**src/rtl/pcstk_defines.svh**
```systemverilog
`ifndef PCSTK_DEFINES_SVH
`define PCSTK_DEFINES_SVH

`define PC_WIDTH         21
`define PC_STEP          21'h000002
`define PC_RESET         21'h000000
`define SP_WIDTH         5
`define STACK_DEPTH      31
`define SP_EMPTY         5'h00
`define SP_FULL          5'h1f
`define SP_ONE           5'h01
`define UPPER_BITS       5
`define ADDR_OFFSET_LO   2
`define ADDR_WIDTH       6
`define OFS_PC_LOW       6'h00
`define OFS_PC_HIGH_LAT  6'h04
`define OFS_PC_UPPER_LAT 6'h08
`define OFS_STACK_PTR    6'h0c
`define OFS_TOP_LOW      6'h10
`define OFS_TOP_HIGH     6'h14
`define OFS_TOP_UPPER    6'h18
`define OFS_STATUS       6'h1c
`define OFS_PC_FULL      6'h20
`define BIT_FULL         0
`define BIT_OVERFLOW     1
`define BIT_UNDERFLOW    2
`define RESP_OKAY        2'h0
`define RESP_SLVERR      2'h2

`endif

```
**src/rtl/pcstk_pkg.sv**
```systemverilog
package pcstk_pkg;

    // Sequencing requests from the execution and interrupt logic
    typedef enum logic [2:0] {
        OP_NONE   = 3'b000,
        OP_STEP   = 3'b001,
        OP_LOAD   = 3'b010,
        OP_CALL   = 3'b011,
        OP_RETURN = 3'b100,
        OP_IRQ    = 3'b101
    } pc_op_type;

    typedef struct packed {
        pc_op_type   op;
        logic [20:0] target;
    } pc_req_type;

    typedef struct packed {
        logic [20:0] pc;
        logic [4:0]  sp;
        logic        full;
        logic        overflow;
        logic        underflow;
    } pc_state_type;

    typedef enum logic [1:0] {
        BUS_IDLE  = 2'b00,
        BUS_WRESP = 2'b01,
        BUS_RRESP = 2'b10
    } bus_state_type;

endpackage : pcstk_pkg

```
**src/rtl/return_stack_ram.sv**
```systemverilog
`timescale 1ns/1ps
`include "pcstk_defines.svh"

module return_stack_ram #(
    parameter int DEPTH = `STACK_DEPTH,
    parameter int WIDTH = `PC_WIDTH,
    parameter int AW    = `SP_WIDTH
) (
    input  wire logic             aclk,    // Core clock
    input  wire logic             we,      // Write strobe
    input  wire logic [AW-1:0]    waddr,   // Write entry, 1..DEPTH
    input  wire logic [WIDTH-1:0] wdata,   // Write value
    input  wire logic [AW-1:0]    raddr,   // Read entry, 1..DEPTH
    output logic      [WIDTH-1:0] rdata    // Read value, 0 at entry 0
);
    // Entry 0 has no storage; index 0 of the array is entry 1
    logic [WIDTH-1:0] mem_r [DEPTH];

    always_ff @(posedge aclk) begin
        if (we && waddr != '0) begin
            mem_r[waddr - AW'(1)] <= wdata;
        end
    end

    always_comb begin
        rdata = '0;
        if (raddr != '0) begin
            rdata = mem_r[raddr - AW'(1)];
        end
    end

endmodule : return_stack_ram

```
**src/rtl/axil_decode.sv**
```systemverilog
`timescale 1ns/1ps
`include "pcstk_defines.svh"

module axil_decode (
    input  wire logic [`ADDR_WIDTH-1:0] addr,   // Byte address
    output logic                        hit,    // Mapped register
    output logic [3:0]                  index   // Register index
);
    always_comb begin
        index = addr[`ADDR_WIDTH-1:`ADDR_OFFSET_LO];
        hit   = (addr[`ADDR_OFFSET_LO-1:0] == 2'h0) &&
                (addr <= `OFS_PC_FULL);
    end

endmodule : axil_decode

```
**src/rtl/program_counter_return_stack.sv**
```systemverilog
`timescale 1ns/1ps
`include "pcstk_defines.svh"

// Summary of operation
// - 21-bit counter in low, high, upper bytes
// - Low byte readable and writable by software
// - High byte reached through holding latch; full counter view reads it directly
// - Upper byte reached through holding latch; full counter view reads it directly
// - Low byte write loads both latches into counter unless a core request is in the same cycle
// - Low byte read copies counter into latches
// - Counter bit zero always zero
// - Sequential execution adds two
// - Calls, gotos, branches load target directly
// - Up to 31 nested calls and interrupts
// - Push on call or interrupt acknowledge
// - Pop on any return instruction
// - Calls and returns keep holding latches
// - 31 by 21 storage, 5-bit pointer
// - Software reads and writes pointer and top
// - Push increments pointer, then writes entry
// - Pop reads entry, then decrements pointer
// - Reset clears pointer; zero has no storage
// - Full, overflow and underflow status flags
// - Top entry shown as three bytes
module program_counter_return_stack
    import pcstk_pkg::*;
(
    input  wire logic                       aclk,     // Core clock
    input  wire logic                       aresetn,  // Sync reset, low
    input  wire pcstk_pkg::pc_req_type      pc_req,   // Sequencing request
    output pcstk_pkg::pc_state_type         pc_state, // Counter and stack
    input  wire logic [`ADDR_WIDTH-1:0]     awaddr,   // AXI write address
    input  wire logic [2:0]                 awprot,   // Unused
    input  wire logic                       awvalid,  // AXI
    output logic                            awready,  // AXI
    input  wire logic [31:0]                wdata,    // AXI write data
    input  wire logic [3:0]                 wstrb,    // AXI byte enables
    input  wire logic                       wvalid,   // AXI
    output logic                            wready,   // AXI
    output logic [1:0]                      bresp,    // AXI
    output logic                            bvalid,   // AXI
    input  wire logic                       bready,   // AXI
    input  wire logic [`ADDR_WIDTH-1:0]     araddr,   // AXI read address
    input  wire logic [2:0]                 arprot,   // Unused
    input  wire logic                       arvalid,  // AXI
    output logic                            arready,  // AXI
    output logic [31:0]                     rdata,    // AXI read data
    output logic [1:0]                      rresp,    // AXI
    output logic                            rvalid,   // AXI
    input  wire logic                       rready    // AXI
);
    import pcstk_pkg::*;

    ////////////////////////////////////////////////////////////////////////
    // State
    logic [`PC_WIDTH-1:0]    pc_r;
    logic [7:0]              pc_high_holding_latch_r;
    logic [`UPPER_BITS-1:0]  pc_upper_holding_latch_r;
    logic [`SP_WIDTH-1:0]    sp_r;
    logic                    ovf_r;
    logic                    unf_r;
    logic                    aw_got_r;
    logic                    w_got_r;
    logic [`ADDR_WIDTH-1:0]  awaddr_r;
    logic [31:0]             wdata_r;
    logic [3:0]              wstrb_r;
    bus_state_type           bus_r;
    logic [31:0]             rdata_r;
    logic [1:0]              bresp_r;
    logic [1:0]              rresp_r;

    logic [`PC_WIDTH-1:0]    top_stack_entry;
    logic [`PC_WIDTH-1:0]    ram_wdata;
    logic [`SP_WIDTH-1:0]    ram_waddr;
    logic                    ram_we;
    logic                    w_hit;
    logic                    r_hit;
    logic                    wr_fire;
    logic                    rd_fire;
    logic                    stack_full;
    logic                    push_req;
    logic                    pop_req;
    logic                    sw_pcl_wr;
    logic                    sw_pcl_rd;
    logic [7:0]              wbyte;
    logic [`PC_WIDTH-1:0]    pc_nxt;
    logic [`SP_WIDTH-1:0]    sp_nxt;

    // Keeps the word alignment whatever the source
    function automatic logic [`PC_WIDTH-1:0] align(
        input logic [`PC_WIDTH-1:0] a);
        align = {a[`PC_WIDTH-1:1], 1'b0};
    endfunction : align

    ////////////////////////////////////////////////////////////////////////
    // Bus decode and handshake
    axil_decode u_wdec (
        .addr  (awaddr_r),
        .hit   (w_hit),
        .index ()
    );

    axil_decode u_rdec (
        .addr  (araddr),
        .hit   (r_hit),
        .index ()
    );

    assign awready = (bus_r == BUS_IDLE) && !aw_got_r;
    assign wready  = (bus_r == BUS_IDLE) && !w_got_r;
    assign arready = (bus_r == BUS_IDLE) && !aw_got_r && !w_got_r &&
                     !(awvalid || wvalid);
    assign wr_fire = (bus_r == BUS_IDLE) && aw_got_r && w_got_r;
    assign rd_fire = arvalid && arready;
    assign bvalid  = (bus_r == BUS_WRESP);
    assign rvalid  = (bus_r == BUS_RRESP);
    assign bresp   = bresp_r;
    assign rresp   = rresp_r;
    assign rdata   = rdata_r;
    assign wbyte   = wdata_r[7:0];

    always_ff @(posedge aclk) begin
        if (!aresetn) begin
            aw_got_r <= 1'b0;
            w_got_r  <= 1'b0;
            awaddr_r <= '0;
            wdata_r  <= '0;
            wstrb_r  <= '0;
        end else begin
            if (awvalid && awready) begin
                aw_got_r <= 1'b1;
                awaddr_r <= awaddr;
            end else if (wr_fire) begin
                aw_got_r <= 1'b0;
            end
            if (wvalid && wready) begin
                w_got_r <= 1'b1;
                wdata_r <= wdata;
                wstrb_r <= wstrb;
            end else if (wr_fire) begin
                w_got_r <= 1'b0;
            end
        end
    end

    always_ff @(posedge aclk) begin
        if (!aresetn) begin
            bus_r   <= BUS_IDLE;
            bresp_r <= `RESP_OKAY;
            rresp_r <= `RESP_OKAY;
        end else begin
            case (bus_r)
                BUS_IDLE: begin
                    if (wr_fire) begin
                        bus_r   <= BUS_WRESP;
                        bresp_r <= w_hit ? `RESP_OKAY : `RESP_SLVERR;
                    end else if (rd_fire) begin
                        bus_r   <= BUS_RRESP;
                        rresp_r <= r_hit ? `RESP_OKAY : `RESP_SLVERR;
                    end
                end
                BUS_WRESP: begin
                    if (bready) begin
                        bus_r <= BUS_IDLE;
                    end
                end
                BUS_RRESP: begin
                    if (rready) begin
                        bus_r <= BUS_IDLE;
                    end
                end
                default: begin
                    bus_r <= BUS_IDLE;
                end
            endcase
        end
    end

    // Only the low lane carries the byte registers
    assign sw_pcl_wr = wr_fire && w_hit && wstrb_r[0] &&
                       (awaddr_r == `OFS_PC_LOW);
    assign sw_pcl_rd = rd_fire && r_hit && (araddr == `OFS_PC_LOW);

    ////////////////////////////////////////////////////////////////////////
    // Read data
    always_ff @(posedge aclk) begin
        if (!aresetn) begin
            rdata_r <= '0;
        end else if (rd_fire) begin
            rdata_r <= '0;
            case (araddr)
                `OFS_PC_LOW:       rdata_r[7:0] <= pc_r[7:0];
                `OFS_PC_HIGH_LAT:  rdata_r[7:0] <= pc_high_holding_latch_r;
                `OFS_PC_UPPER_LAT: rdata_r[4:0] <= pc_upper_holding_latch_r;
                `OFS_STACK_PTR:    rdata_r[4:0] <= sp_r;
                `OFS_TOP_LOW:      rdata_r[7:0] <= top_stack_entry[7:0];
                `OFS_TOP_HIGH:     rdata_r[7:0] <= top_stack_entry[15:8];
                `OFS_TOP_UPPER:    rdata_r[4:0] <= top_stack_entry[20:16];
                `OFS_STATUS: begin
                    rdata_r[`BIT_FULL]      <= stack_full;
                    rdata_r[`BIT_OVERFLOW]  <= ovf_r;
                    rdata_r[`BIT_UNDERFLOW] <= unf_r;
                end
                // Whole counter view for debug, no latch side effect
                `OFS_PC_FULL:      rdata_r[20:0] <= pc_r;
                default:           rdata_r <= '0;
            endcase
        end
    end

    ////////////////////////////////////////////////////////////////////////
    // Holding latches
    always_ff @(posedge aclk) begin
        if (!aresetn) begin
            pc_high_holding_latch_r  <= '0;
            pc_upper_holding_latch_r <= '0;
        end else if (sw_pcl_rd) begin
            pc_high_holding_latch_r  <= pc_r[15:8];
            pc_upper_holding_latch_r <= pc_r[20:16];
        end else if (wr_fire && w_hit && wstrb_r[0]) begin
            // Core sequencing never touches the latches
            if (awaddr_r == `OFS_PC_HIGH_LAT) begin
                pc_high_holding_latch_r <= wbyte;
            end
            if (awaddr_r == `OFS_PC_UPPER_LAT) begin
                pc_upper_holding_latch_r <= wbyte[4:0];
            end
        end
    end

    ////////////////////////////////////////////////////////////////////////
    // Stack storage
    assign stack_full = (sp_r == `SP_FULL);
    assign push_req   = (pc_req.op == OP_CALL) || (pc_req.op == OP_IRQ);
    assign pop_req    = (pc_req.op == OP_RETURN);

    return_stack_ram #(
        .DEPTH (`STACK_DEPTH),
        .WIDTH (`PC_WIDTH),
        .AW    (`SP_WIDTH)
    ) u_ram (
        .aclk  (aclk),
        .we    (ram_we),
        .waddr (ram_waddr),
        .wdata (ram_wdata),
        .raddr (sp_r),
        .rdata (top_stack_entry)
    );

    // Core push has priority over a software top-entry write
    always_comb begin
        ram_we    = 1'b0;
        ram_waddr = sp_r;
        ram_wdata = top_stack_entry;
        if (push_req && !stack_full) begin
            ram_we    = 1'b1;
            ram_waddr = sp_r + `SP_ONE;
            ram_wdata = align(pc_r + `PC_STEP);
        end else if (wr_fire && w_hit && wstrb_r[0]) begin
            ram_we = 1'b1;
            case (awaddr_r)
                `OFS_TOP_LOW:   ram_wdata[7:0]   = wbyte;
                `OFS_TOP_HIGH:  ram_wdata[15:8]  = wbyte;
                `OFS_TOP_UPPER: ram_wdata[20:16] = wbyte[4:0];
                default:        ram_we = 1'b0;
            endcase
        end
    end

    ////////////////////////////////////////////////////////////////////////
    // Stack pointer and flags
    always_comb begin
        sp_nxt = sp_r;
        if (push_req) begin
            if (!stack_full) begin
                sp_nxt = sp_r + `SP_ONE;
            end
        end else if (pop_req) begin
            if (sp_r != `SP_EMPTY) begin
                sp_nxt = sp_r - `SP_ONE;
            end
        end else if (wr_fire && w_hit && wstrb_r[0] &&
                     awaddr_r == `OFS_STACK_PTR) begin
            sp_nxt = wbyte[`SP_WIDTH-1:0];
        end
    end

    always_ff @(posedge aclk) begin
        if (!aresetn) begin
            sp_r <= `SP_EMPTY;
        end else begin
            sp_r <= sp_nxt;
        end
    end

    // Sticky; a new event wins over a software clear in the same cycle
    always_ff @(posedge aclk) begin
        if (!aresetn) begin
            ovf_r <= 1'b0;
            unf_r <= 1'b0;
        end else begin
            if (wr_fire && w_hit && wstrb_r[0] &&
                awaddr_r == `OFS_STATUS) begin
                if (wbyte[`BIT_OVERFLOW]) ovf_r <= 1'b0;
                if (wbyte[`BIT_UNDERFLOW]) unf_r <= 1'b0;
            end
            if (push_req && stack_full) begin
                ovf_r <= 1'b1;
            end
            if (pop_req && sp_r == `SP_EMPTY) begin
                unf_r <= 1'b1;
            end
        end
    end

    ////////////////////////////////////////////////////////////////////////
    // Program counter
    always_comb begin
        pc_nxt = pc_r;
        case (pc_req.op)
            OP_STEP:   pc_nxt = pc_r + `PC_STEP;
            OP_LOAD:   pc_nxt = pc_req.target;
            OP_CALL:   pc_nxt = pc_req.target;
            OP_IRQ:    pc_nxt = pc_req.target;
            OP_RETURN: pc_nxt = top_stack_entry;
            default: begin
                if (sw_pcl_wr) begin
                    pc_nxt = {pc_upper_holding_latch_r,
                              pc_high_holding_latch_r, wbyte};
                end
            end
        endcase
    end

    always_ff @(posedge aclk) begin
        if (!aresetn) begin
            pc_r <= `PC_RESET;
        end else begin
            pc_r <= align(pc_nxt);
        end
    end

    assign pc_state = '{pc:        pc_r,
                        sp:        sp_r,
                        full:      stack_full,
                        overflow:  ovf_r,
                        underflow: unf_r};

    ////////////////////////////////////////////////////////////////////////
    // Checks
    a_pc_aligned: assert property (
        @(posedge aclk) disable iff (!aresetn)
        pc_r[0] == 1'b0)
        else $error("pc misaligned");

    a_step_two: assert property (
        @(posedge aclk) disable iff (!aresetn)
        pc_req.op == OP_STEP |=> pc_r == $past(pc_r) + `PC_STEP)
        else $error("step not by two");

    a_push_inc: assert property (
        @(posedge aclk) disable iff (!aresetn)
        push_req && !stack_full |=> sp_r == $past(sp_r) + `SP_ONE)
        else $error("push pointer wrong");

    a_push_value: assert property (
        @(posedge aclk) disable iff (!aresetn)
        push_req && !stack_full |=>
            top_stack_entry == align($past(pc_r) + `PC_STEP))
        else $error("pushed value wrong");

    a_pop_value: assert property (
        @(posedge aclk) disable iff (!aresetn)
        pop_req |=> pc_r == align($past(top_stack_entry)))
        else $error("pop value wrong");

    a_latch_keep: assert property (
        @(posedge aclk) disable iff (!aresetn)
        (push_req || pop_req) && !wr_fire && !rd_fire |=>
            $stable(pc_high_holding_latch_r) &&
            $stable(pc_upper_holding_latch_r))
        else $error("latch changed");

    a_latch_copy: assert property (
        @(posedge aclk) disable iff (!aresetn)
        sw_pcl_rd |=>
            pc_high_holding_latch_r == $past(pc_r[15:8]) &&
            pc_upper_holding_latch_r == $past(pc_r[20:16]))
        else $error("latch not copied");

    a_overflow_set: assert property (
        @(posedge aclk) disable iff (!aresetn)
        push_req && stack_full |=> ovf_r && sp_r == `SP_FULL)
        else $error("overflow missed");

    a_underflow_set: assert property (
        @(posedge aclk) disable iff (!aresetn)
        pop_req && sp_r == `SP_EMPTY |=> unf_r && sp_r == `SP_EMPTY)
        else $error("underflow missed");

    a_write_answer: assert property (
        @(posedge aclk) disable iff (!aresetn)
        wr_fire |=> bvalid)
        else $error("no write answer");

    c_push: cover property (@(posedge aclk) push_req && !stack_full);
    c_full_push: cover property (@(posedge aclk) push_req && stack_full);
    c_pcl_write: cover property (@(posedge aclk) sw_pcl_wr);
    c_pop_empty: cover property (@(posedge aclk)
        pop_req && sp_r == `SP_EMPTY);

endmodule : program_counter_return_stack

```
**config.mk**
```make
export PLATFORM = sky130hd
export DESIGN_NAME = program_counter_return_stack
export DESIGN_NICKNAME = d
export VERILOG_FILES = /design/src/rtl/pcstk_pkg.sv /design/src/rtl/return_stack_ram.sv /design/src/rtl/axil_decode.sv /design/src/rtl/program_counter_return_stack.sv
export VERILOG_INCLUDE_DIRS = /design/src /design/src/rtl
export SDC_FILE = /design/constraint.sdc
export NUM_CORES = 1
export LEC_CHECK = 0
export BUFFER_PORTS_ARGS = -buffer_cell sky130_fd_sc_hd__buf_2
export CORE_UTILIZATION = 45
export CTS_CLUSTER_SIZE = 28
export DETAILED_ROUTE_END_ITERATION = 16
export PLACE_DENSITY = 0.76
export SYNTH_ARGS = -nofsm -noshare
export SYNTH_HDL_FRONTEND = slang
export SYNTH_HIERARCHICAL = 1
export SYNTH_SLANG_ARGS = --single-unit
```
**constraint.sdc**
```tcl
create_clock -name aclk -period 4.4 [get_ports aclk]
set_input_delay 0.44 -clock aclk [delete_from_list [all_inputs] [get_ports aclk]]
set_output_delay 0.44 -clock aclk [all_outputs]
set_load 0.005 [all_outputs]
```
* Word level (Yosys, flattened, before mapping)
Memory sizes are Yosys's and may differ from the RTL's. Index checks and enable logic that the tools add are counted.
Cells by class: $mul 0, shift-type cells 0, bitwise gates (word level) 1, add/sub/neg operators 4, muxes and demuxes 45, equality and inequality tests 28, div/mod/pow operators 0, reduce and logical (&&, ||, !) cells 58, $lt $le $gt $ge 2
Operator list (number):
- 2-to-1 mux 21 bit | 4
- one-hot mux 21 bit (3 select lines) | 1
- 2-to-1 mux 5 bit | 10
- equality test 6 x 5 -> 1 bit (second input constant) | 8
- 2-to-1 mux 8 bit | 5
- equality test 6 x 4 -> 1 bit (second input constant) | 4
- one-hot mux 3 bit (8 select lines) | 1
- logical AND 1 bit | 22
- adder 21 x 2 -> 21 bit (second input constant) | 1
- nonzero test 2 bit | 9
- 2-to-1 mux 1 bit | 14
- one-hot mux 2 bit (7 select lines) | 1
- 2-to-1 mux 13 bit | 1
- equality test 6 x 3 -> 1 bit (second input constant) | 2
- <= comparator 6 bit (second input constant) | 2
- logical NOT 6 bit | 2
- 2-to-1 mux 2 bit | 6
- one-hot mux 3 bit (4 select lines) | 1
- AND reduction 2 bit | 5
- nonzero test 5 bit | 2
- subtractor 5 x 1 -> 5 bit (second input constant) | 2
- AND reduction 3 bit | 3
- equality test 3 x 2 -> 1 bit (second input constant) | 2
- equality test 3 bit (second input constant) | 2
- 20 further kinds | 28
Word-level totals: output and inout port bits 70, flip-flop bits (word level) 85, memories kept 1, ROM bits 0, latch bits 0, bits in writable memories 651, logic and storage cells 155, input bits 85
Memories:
- u_ram.mem_r | depth 31, bits a word 21, read ports 1, clocked after Yosys merged registers in 0, write ports 1, RTL line return_stack_ram.sv:17 | logic [WIDTH-1:0] mem_r [DEPTH];

* Longest topological paths before layout
depth in word-level cells 10, mapped depth 17, mapped depth without buffers 11

* Hierarchy
Netlist, hierarchy kept.
By module, submodules not included:
- return_stack_ram | area an instance 25281.7 sq um, cells an instance 1134, instances 1, sequential area each 19548.7 sq um
- program_counter_return_stack | area an instance 5778.0 sq um, cells an instance 745, instances 1, sequential area each 1641.6 sq um
- axil_decode | area an instance 48.8 sq um, cells an instance 6, instances 2, sequential area each 0.0 sq um

* Worst setup path before layout
No wires, ideal clock.
path type register to register, start point reg sp_r[0], end point mem u_ram/mem_r[0][19] in the netlist's numbering (data pin), data required time 3.954 ns, cell stages (with the launch flop) 15, clock period less this slack 4.328 ns, arrival 3.882 ns, buffers on the path 6, slack 0.072 ns, library setup time 0.446 ns, path through dfxtp_1 > buf_4 > buf_6 > buf_6 > inv_1 > ha_1 > buf_2 > buf_2 > clkbuf_1 > nor2_1 > a211o_1 > nand3_1 > and4_1 > mux2i_1 > o21ai_0
Between the ends: longest elaborated chain between the ends 6, elaborated cells between the ends (all ways) 10, those cells by class add/sub: 1; eq/ne: 1; mux: 4; reduce/logical: 3; memory: 1
Ends and longest elaborated chain:
- start, declared | RTL line program_counter_return_stack.sv:59 | logic [`SP_WIDTH-1:0] sp_r;
- start signal, assigned | RTL line program_counter_return_stack.sv:290 | sp_r <= `SP_EMPTY;
- start signal, assigned | RTL line program_counter_return_stack.sv:292 | sp_r <= sp_nxt;
- subtractor 5 x 1 -> 5 bit | RTL line return_stack_ram.sv:28 | rdata = mem_r[raddr - AW'(1)];
- memory read (31 x 21 bit)
- 2-to-1 mux 21 bit * | RTL line return_stack_ram.sv:27 | if (raddr != '0) begin
- via top_stack_entry[19] | RTL line program_counter_return_stack.sv:72 | logic [`PC_WIDTH-1:0] top_stack_entry;
- 2-to-1 mux 5 bit | RTL line program_counter_return_stack.sv:261 | case (awaddr_r)
- 2-to-1 mux 21 bit * | RTL line program_counter_return_stack.sv:259 | end else if (wr_fire && w_hit && wstrb_r[0]) begin
- 2-to-1 mux 21 bit * | RTL line program_counter_return_stack.sv:255 | if (push_req && !stack_full) begin
- via ram_wdata[19] | RTL line program_counter_return_stack.sv:73 | logic [`PC_WIDTH-1:0] ram_wdata;
- end, declared | RTL line return_stack_ram.sv:17
The timed path passes the listed nets; every way through them passes the cells marked *.

* Worst setup path in the final report
start point reg sp_r[0], end point reg rdata_r[0], in the netlist rdata[0]
Between the ends: longest elaborated chain between the ends 4, elaborated cells between the ends (all ways) 6, those cells by class add/sub: 1; eq/ne: 1; mux: 2; reduce/logical: 1; memory: 1
Ends and longest elaborated chain:
- subtractor 5 x 1 -> 5 bit | RTL line return_stack_ram.sv:28
- memory read (31 x 21 bit)
- 2-to-1 mux 21 bit * | RTL line return_stack_ram.sv:27
- via top_stack_entry[16] | RTL line program_counter_return_stack.sv:72
- one-hot mux 3 bit (8 select lines) * | RTL line program_counter_return_stack.sv:191 | case (araddr)
- end signal, assigned | RTL line program_counter_return_stack.sv:192 | `OFS_PC_LOW: rdata_r[7:0] <= pc_r[7:0];
- end signal, assigned | RTL line program_counter_return_stack.sv:193 | `OFS_PC_HIGH_LAT: rdata_r[7:0] <= pc_high_holding_latch_r;
- end signal, assigned | RTL line program_counter_return_stack.sv:194 | `OFS_PC_UPPER_LAT: rdata_r[4:0] <= pc_upper_holding_latch_r;
- end, declared | RTL line program_counter_return_stack.sv:68 | logic [31:0] rdata_r;
Marked as above. A chain may end at the register's enable or synchronous reset.

==> out/metrics.cfg <==
[place]
place_hpwl_mm = 52.1
gp_congestion = 0.957
post-place-ws_ns = 0.555
io_buffers = 106

[drt]
ant_nets = 0
dr.pass1.iters = 6
drt_iter0_drc = 2482
viasPerCell = 6.30
routedWlPerCell_um = 27.9
drt_wl_total_mm = 82.9
route.vias.total = 18700
drc = 0

[clock_tree]
clkLatencyLatePin_ns = 0.63
cts_sinks = 733
postCtsSetupBuffers = 0
path_clk_slew_ns = 0.06
h-tree-depth = 3
cts_tree = yes
cts_made_buffers = 72
hold_buffers = 0
cts-root-buf = clkbuf_16
cts.path.max_buffers = 3
post_cts_resized = 0

[cells_and_area]
finalNetCount = 2130
diodes = 0
multiInputGateArea_um2 = 9310
fillCellCount = 5339
syn_to_final_growth_pct = 14.2
drive_above_1_share_pct = 28.2
regArea_um2 = 21200

[run_status]
status = finished, final reports clean

[sta]
tns_ns = 0
max_slew_margin_pct = 37.9
fmax_mhz = 250
clock_skew_ns = 0.0268
fin_ws_ns = 0.399
post-route-min-period_ns = 4.00
fin_crit_sh_pct = 90.9
slew_viol_final = 0
hold_viol = 0
tightest_slew_ns = 0.925
rsz0062_at_grt = false
setup_viol = 0

[floorplan]
chipWidth_um = 265
ios = 155
dieArea_um2 = 70200
die_h_um = 265
fp.coreArea_um2 = 68500
rows = 96
start_util_pct = 45.4

[synthesis]
netlist_area_um2 = 31100
yosysWarnings = 6
syn_area_per_cell_um2 = 16.5
netlist_instances = 1883

[worst_setup_path]
cp.arrival_ns = 4.50
reg2reg_from = sp_r[0]$_SDFFE_PN0P_
crit_required_ns = 4.90
rr_worst_depth = 9
crit_type = reg2reg
worstSetupEndpoint = rdata[0]$_SDFFE_PN0P_
cp-end-kind = flop
r2r_slack_ns = 0.40
crit_fanout = 48
reg2reg_to = rdata[0]$_SDFFE_PN0P_
crit_path_start_kind = flop
crit_start = sp_r[0]$_SDFFE_PN0P_

[grt]
grt_pass1_wl_mm = 120
antenna_found_initial = 0
track_usage_pct = 23.5
grt_pass1_vias = 17800
grt_max_degree = 53
grt-ovfl-total = 0

[pwr]
sw_frac_of_total_pct = 26.9
p_int_uw = 12600
p_leak_uw = 0.0116
p_sw_uw = 4650
p_per_area_nw_per_um2 = 487
seq_power_share_pct = 47.5
finalPower_uw = 17300
ir_worst_vdd_mv = 0.328
clkPwrFrac_pct = 35.7
comb_power_share_pct = 16.8

[worst_hold_path]
hp-class = in2reg

[flow_run]
maxCapViolations = 0

-- how the worst min path moves through the flow --
| stage | start | end | cells after the start |
|---|---|---|---|
| 2_1_floorplan | wstrb_r[0]$_SDFFE_PN0P_ | wstrb_r[0]$_SDFFE_PN0P_ | 2 |
| 3_5_place_dp | wstrb_r[0]$_SDFFE_PN0P_ | wstrb_r[0]$_SDFFE_PN0P_ | 2 |
| 4_1_cts | awaddr[4] | awaddr_r[4]$_SDFFE_PN0P_ | 3 |
| 3_3_place_gp | rdata[4]$_SDFFE_PN0P_ | rdata[4]$_SDFFE_PN0P_ | 2 |
| 5_1_grt | wdata[3] | wdata_r[3]$_SDFFE_PN0P_ | 3 |
| 6_report | awaddr[2] | awaddr_r[2]$_SDFFE_PN0P_ | 3 |
-- critical path, cell delays in order (launching register included) --
cell      delay, ns
dfxtp_4        0.36
buf_12         0.32
buf_12         0.35
mux4_2         0.57
a211oi_1       0.76
o221ai_1       0.44
mux4_2         0.56
inv_1          0.09
o22ai_1        0.09
a32o_1         0.24
-- stage by stage --
stage / area [um^2] / instances / utilization, % / hold WS, ns
floorplan: 31100 / 1896 / - / 0.437
finish: 35500 / 2973 / 51.9 / 0.0638
global placement: 33100 / 2848 / 48.4 / 0.451
detailed placement: 33100 / 2848 / 48.4 / 0.460
CTS: 35500 / 2973 / 51.9 / 0.0416
global route: 35500 / 2973 / 51.9 / 0.0629
-- state kept, by name, indices dropped and copies added (netlist names), 2 cells and up --
signal	cells
wdata_r	8
bus_r	2
u_ram/mem_r	651
sp_r	5
pc_upper_holding_latch_r	5
pc_high_holding_latch_r	8
awaddr_r	6
pc_r	20
rdata	21
-- per-layer routing --
metal  vias up  part of all wire [%]  track usage (%)  wire length (um)
li1       7857                     -                -                 -
met1      9475                    39             32.8             32000
met2      1220                    47             37.2             39200
met3       179                    11             4.44              8780
met4         0                   3.5             7.97              2940
met5         -                     0                0                 0
-- placed cells by master, fill, tap and decap left out, types with 13 or more instances in the layout --
cell type,count
clkinv_1,15
xnor2_1,15
mux4_2,145
a21oi_1,63
buf_4,103
nor3_1,23
edfxtp_1,651
conb_1,14
buf_2,106
nand2_1,88
inv_1,13
nor2_2,33
clkbuf_16,74
nand3_1,33
a221oi_2,14
a221oi_1,13
a22oi_1,20
o21ai_0,54
nor2_1,87
dfxtp_1,81
a211oi_1,47
mux2_2,29
nand2b_1,19
nor2b_1,16
o221ai_1,26
mux2i_1,82
-- cell type report --
| cell class | instances | share of cell area [%] |
|---|---|---|
| flip-flops and latches | 733 | 59.7 |
| multi-input cells | 1001 | 26.2 |
| clock buffers | 89 | 5.43 |
| repair buffers | 218 | 4.18 |
| well taps | 882 | 3.11 |
| clock inverters | 36 | 1.26 |
| inverters | 14 | 0.148 |
-- power by group through the flow --
stage               registers (uW)  logic, uW  clock network (uW)
floorplan                     8330       1600                   0
global placement              8340       2730                   0
detailed placement            8350       2820                   0
CTS                           8200       2840                6270
global route                  8210       3010                6500
finish                        8210       2900                6180
Note: power is estimated with default switching activity, not from simulation.
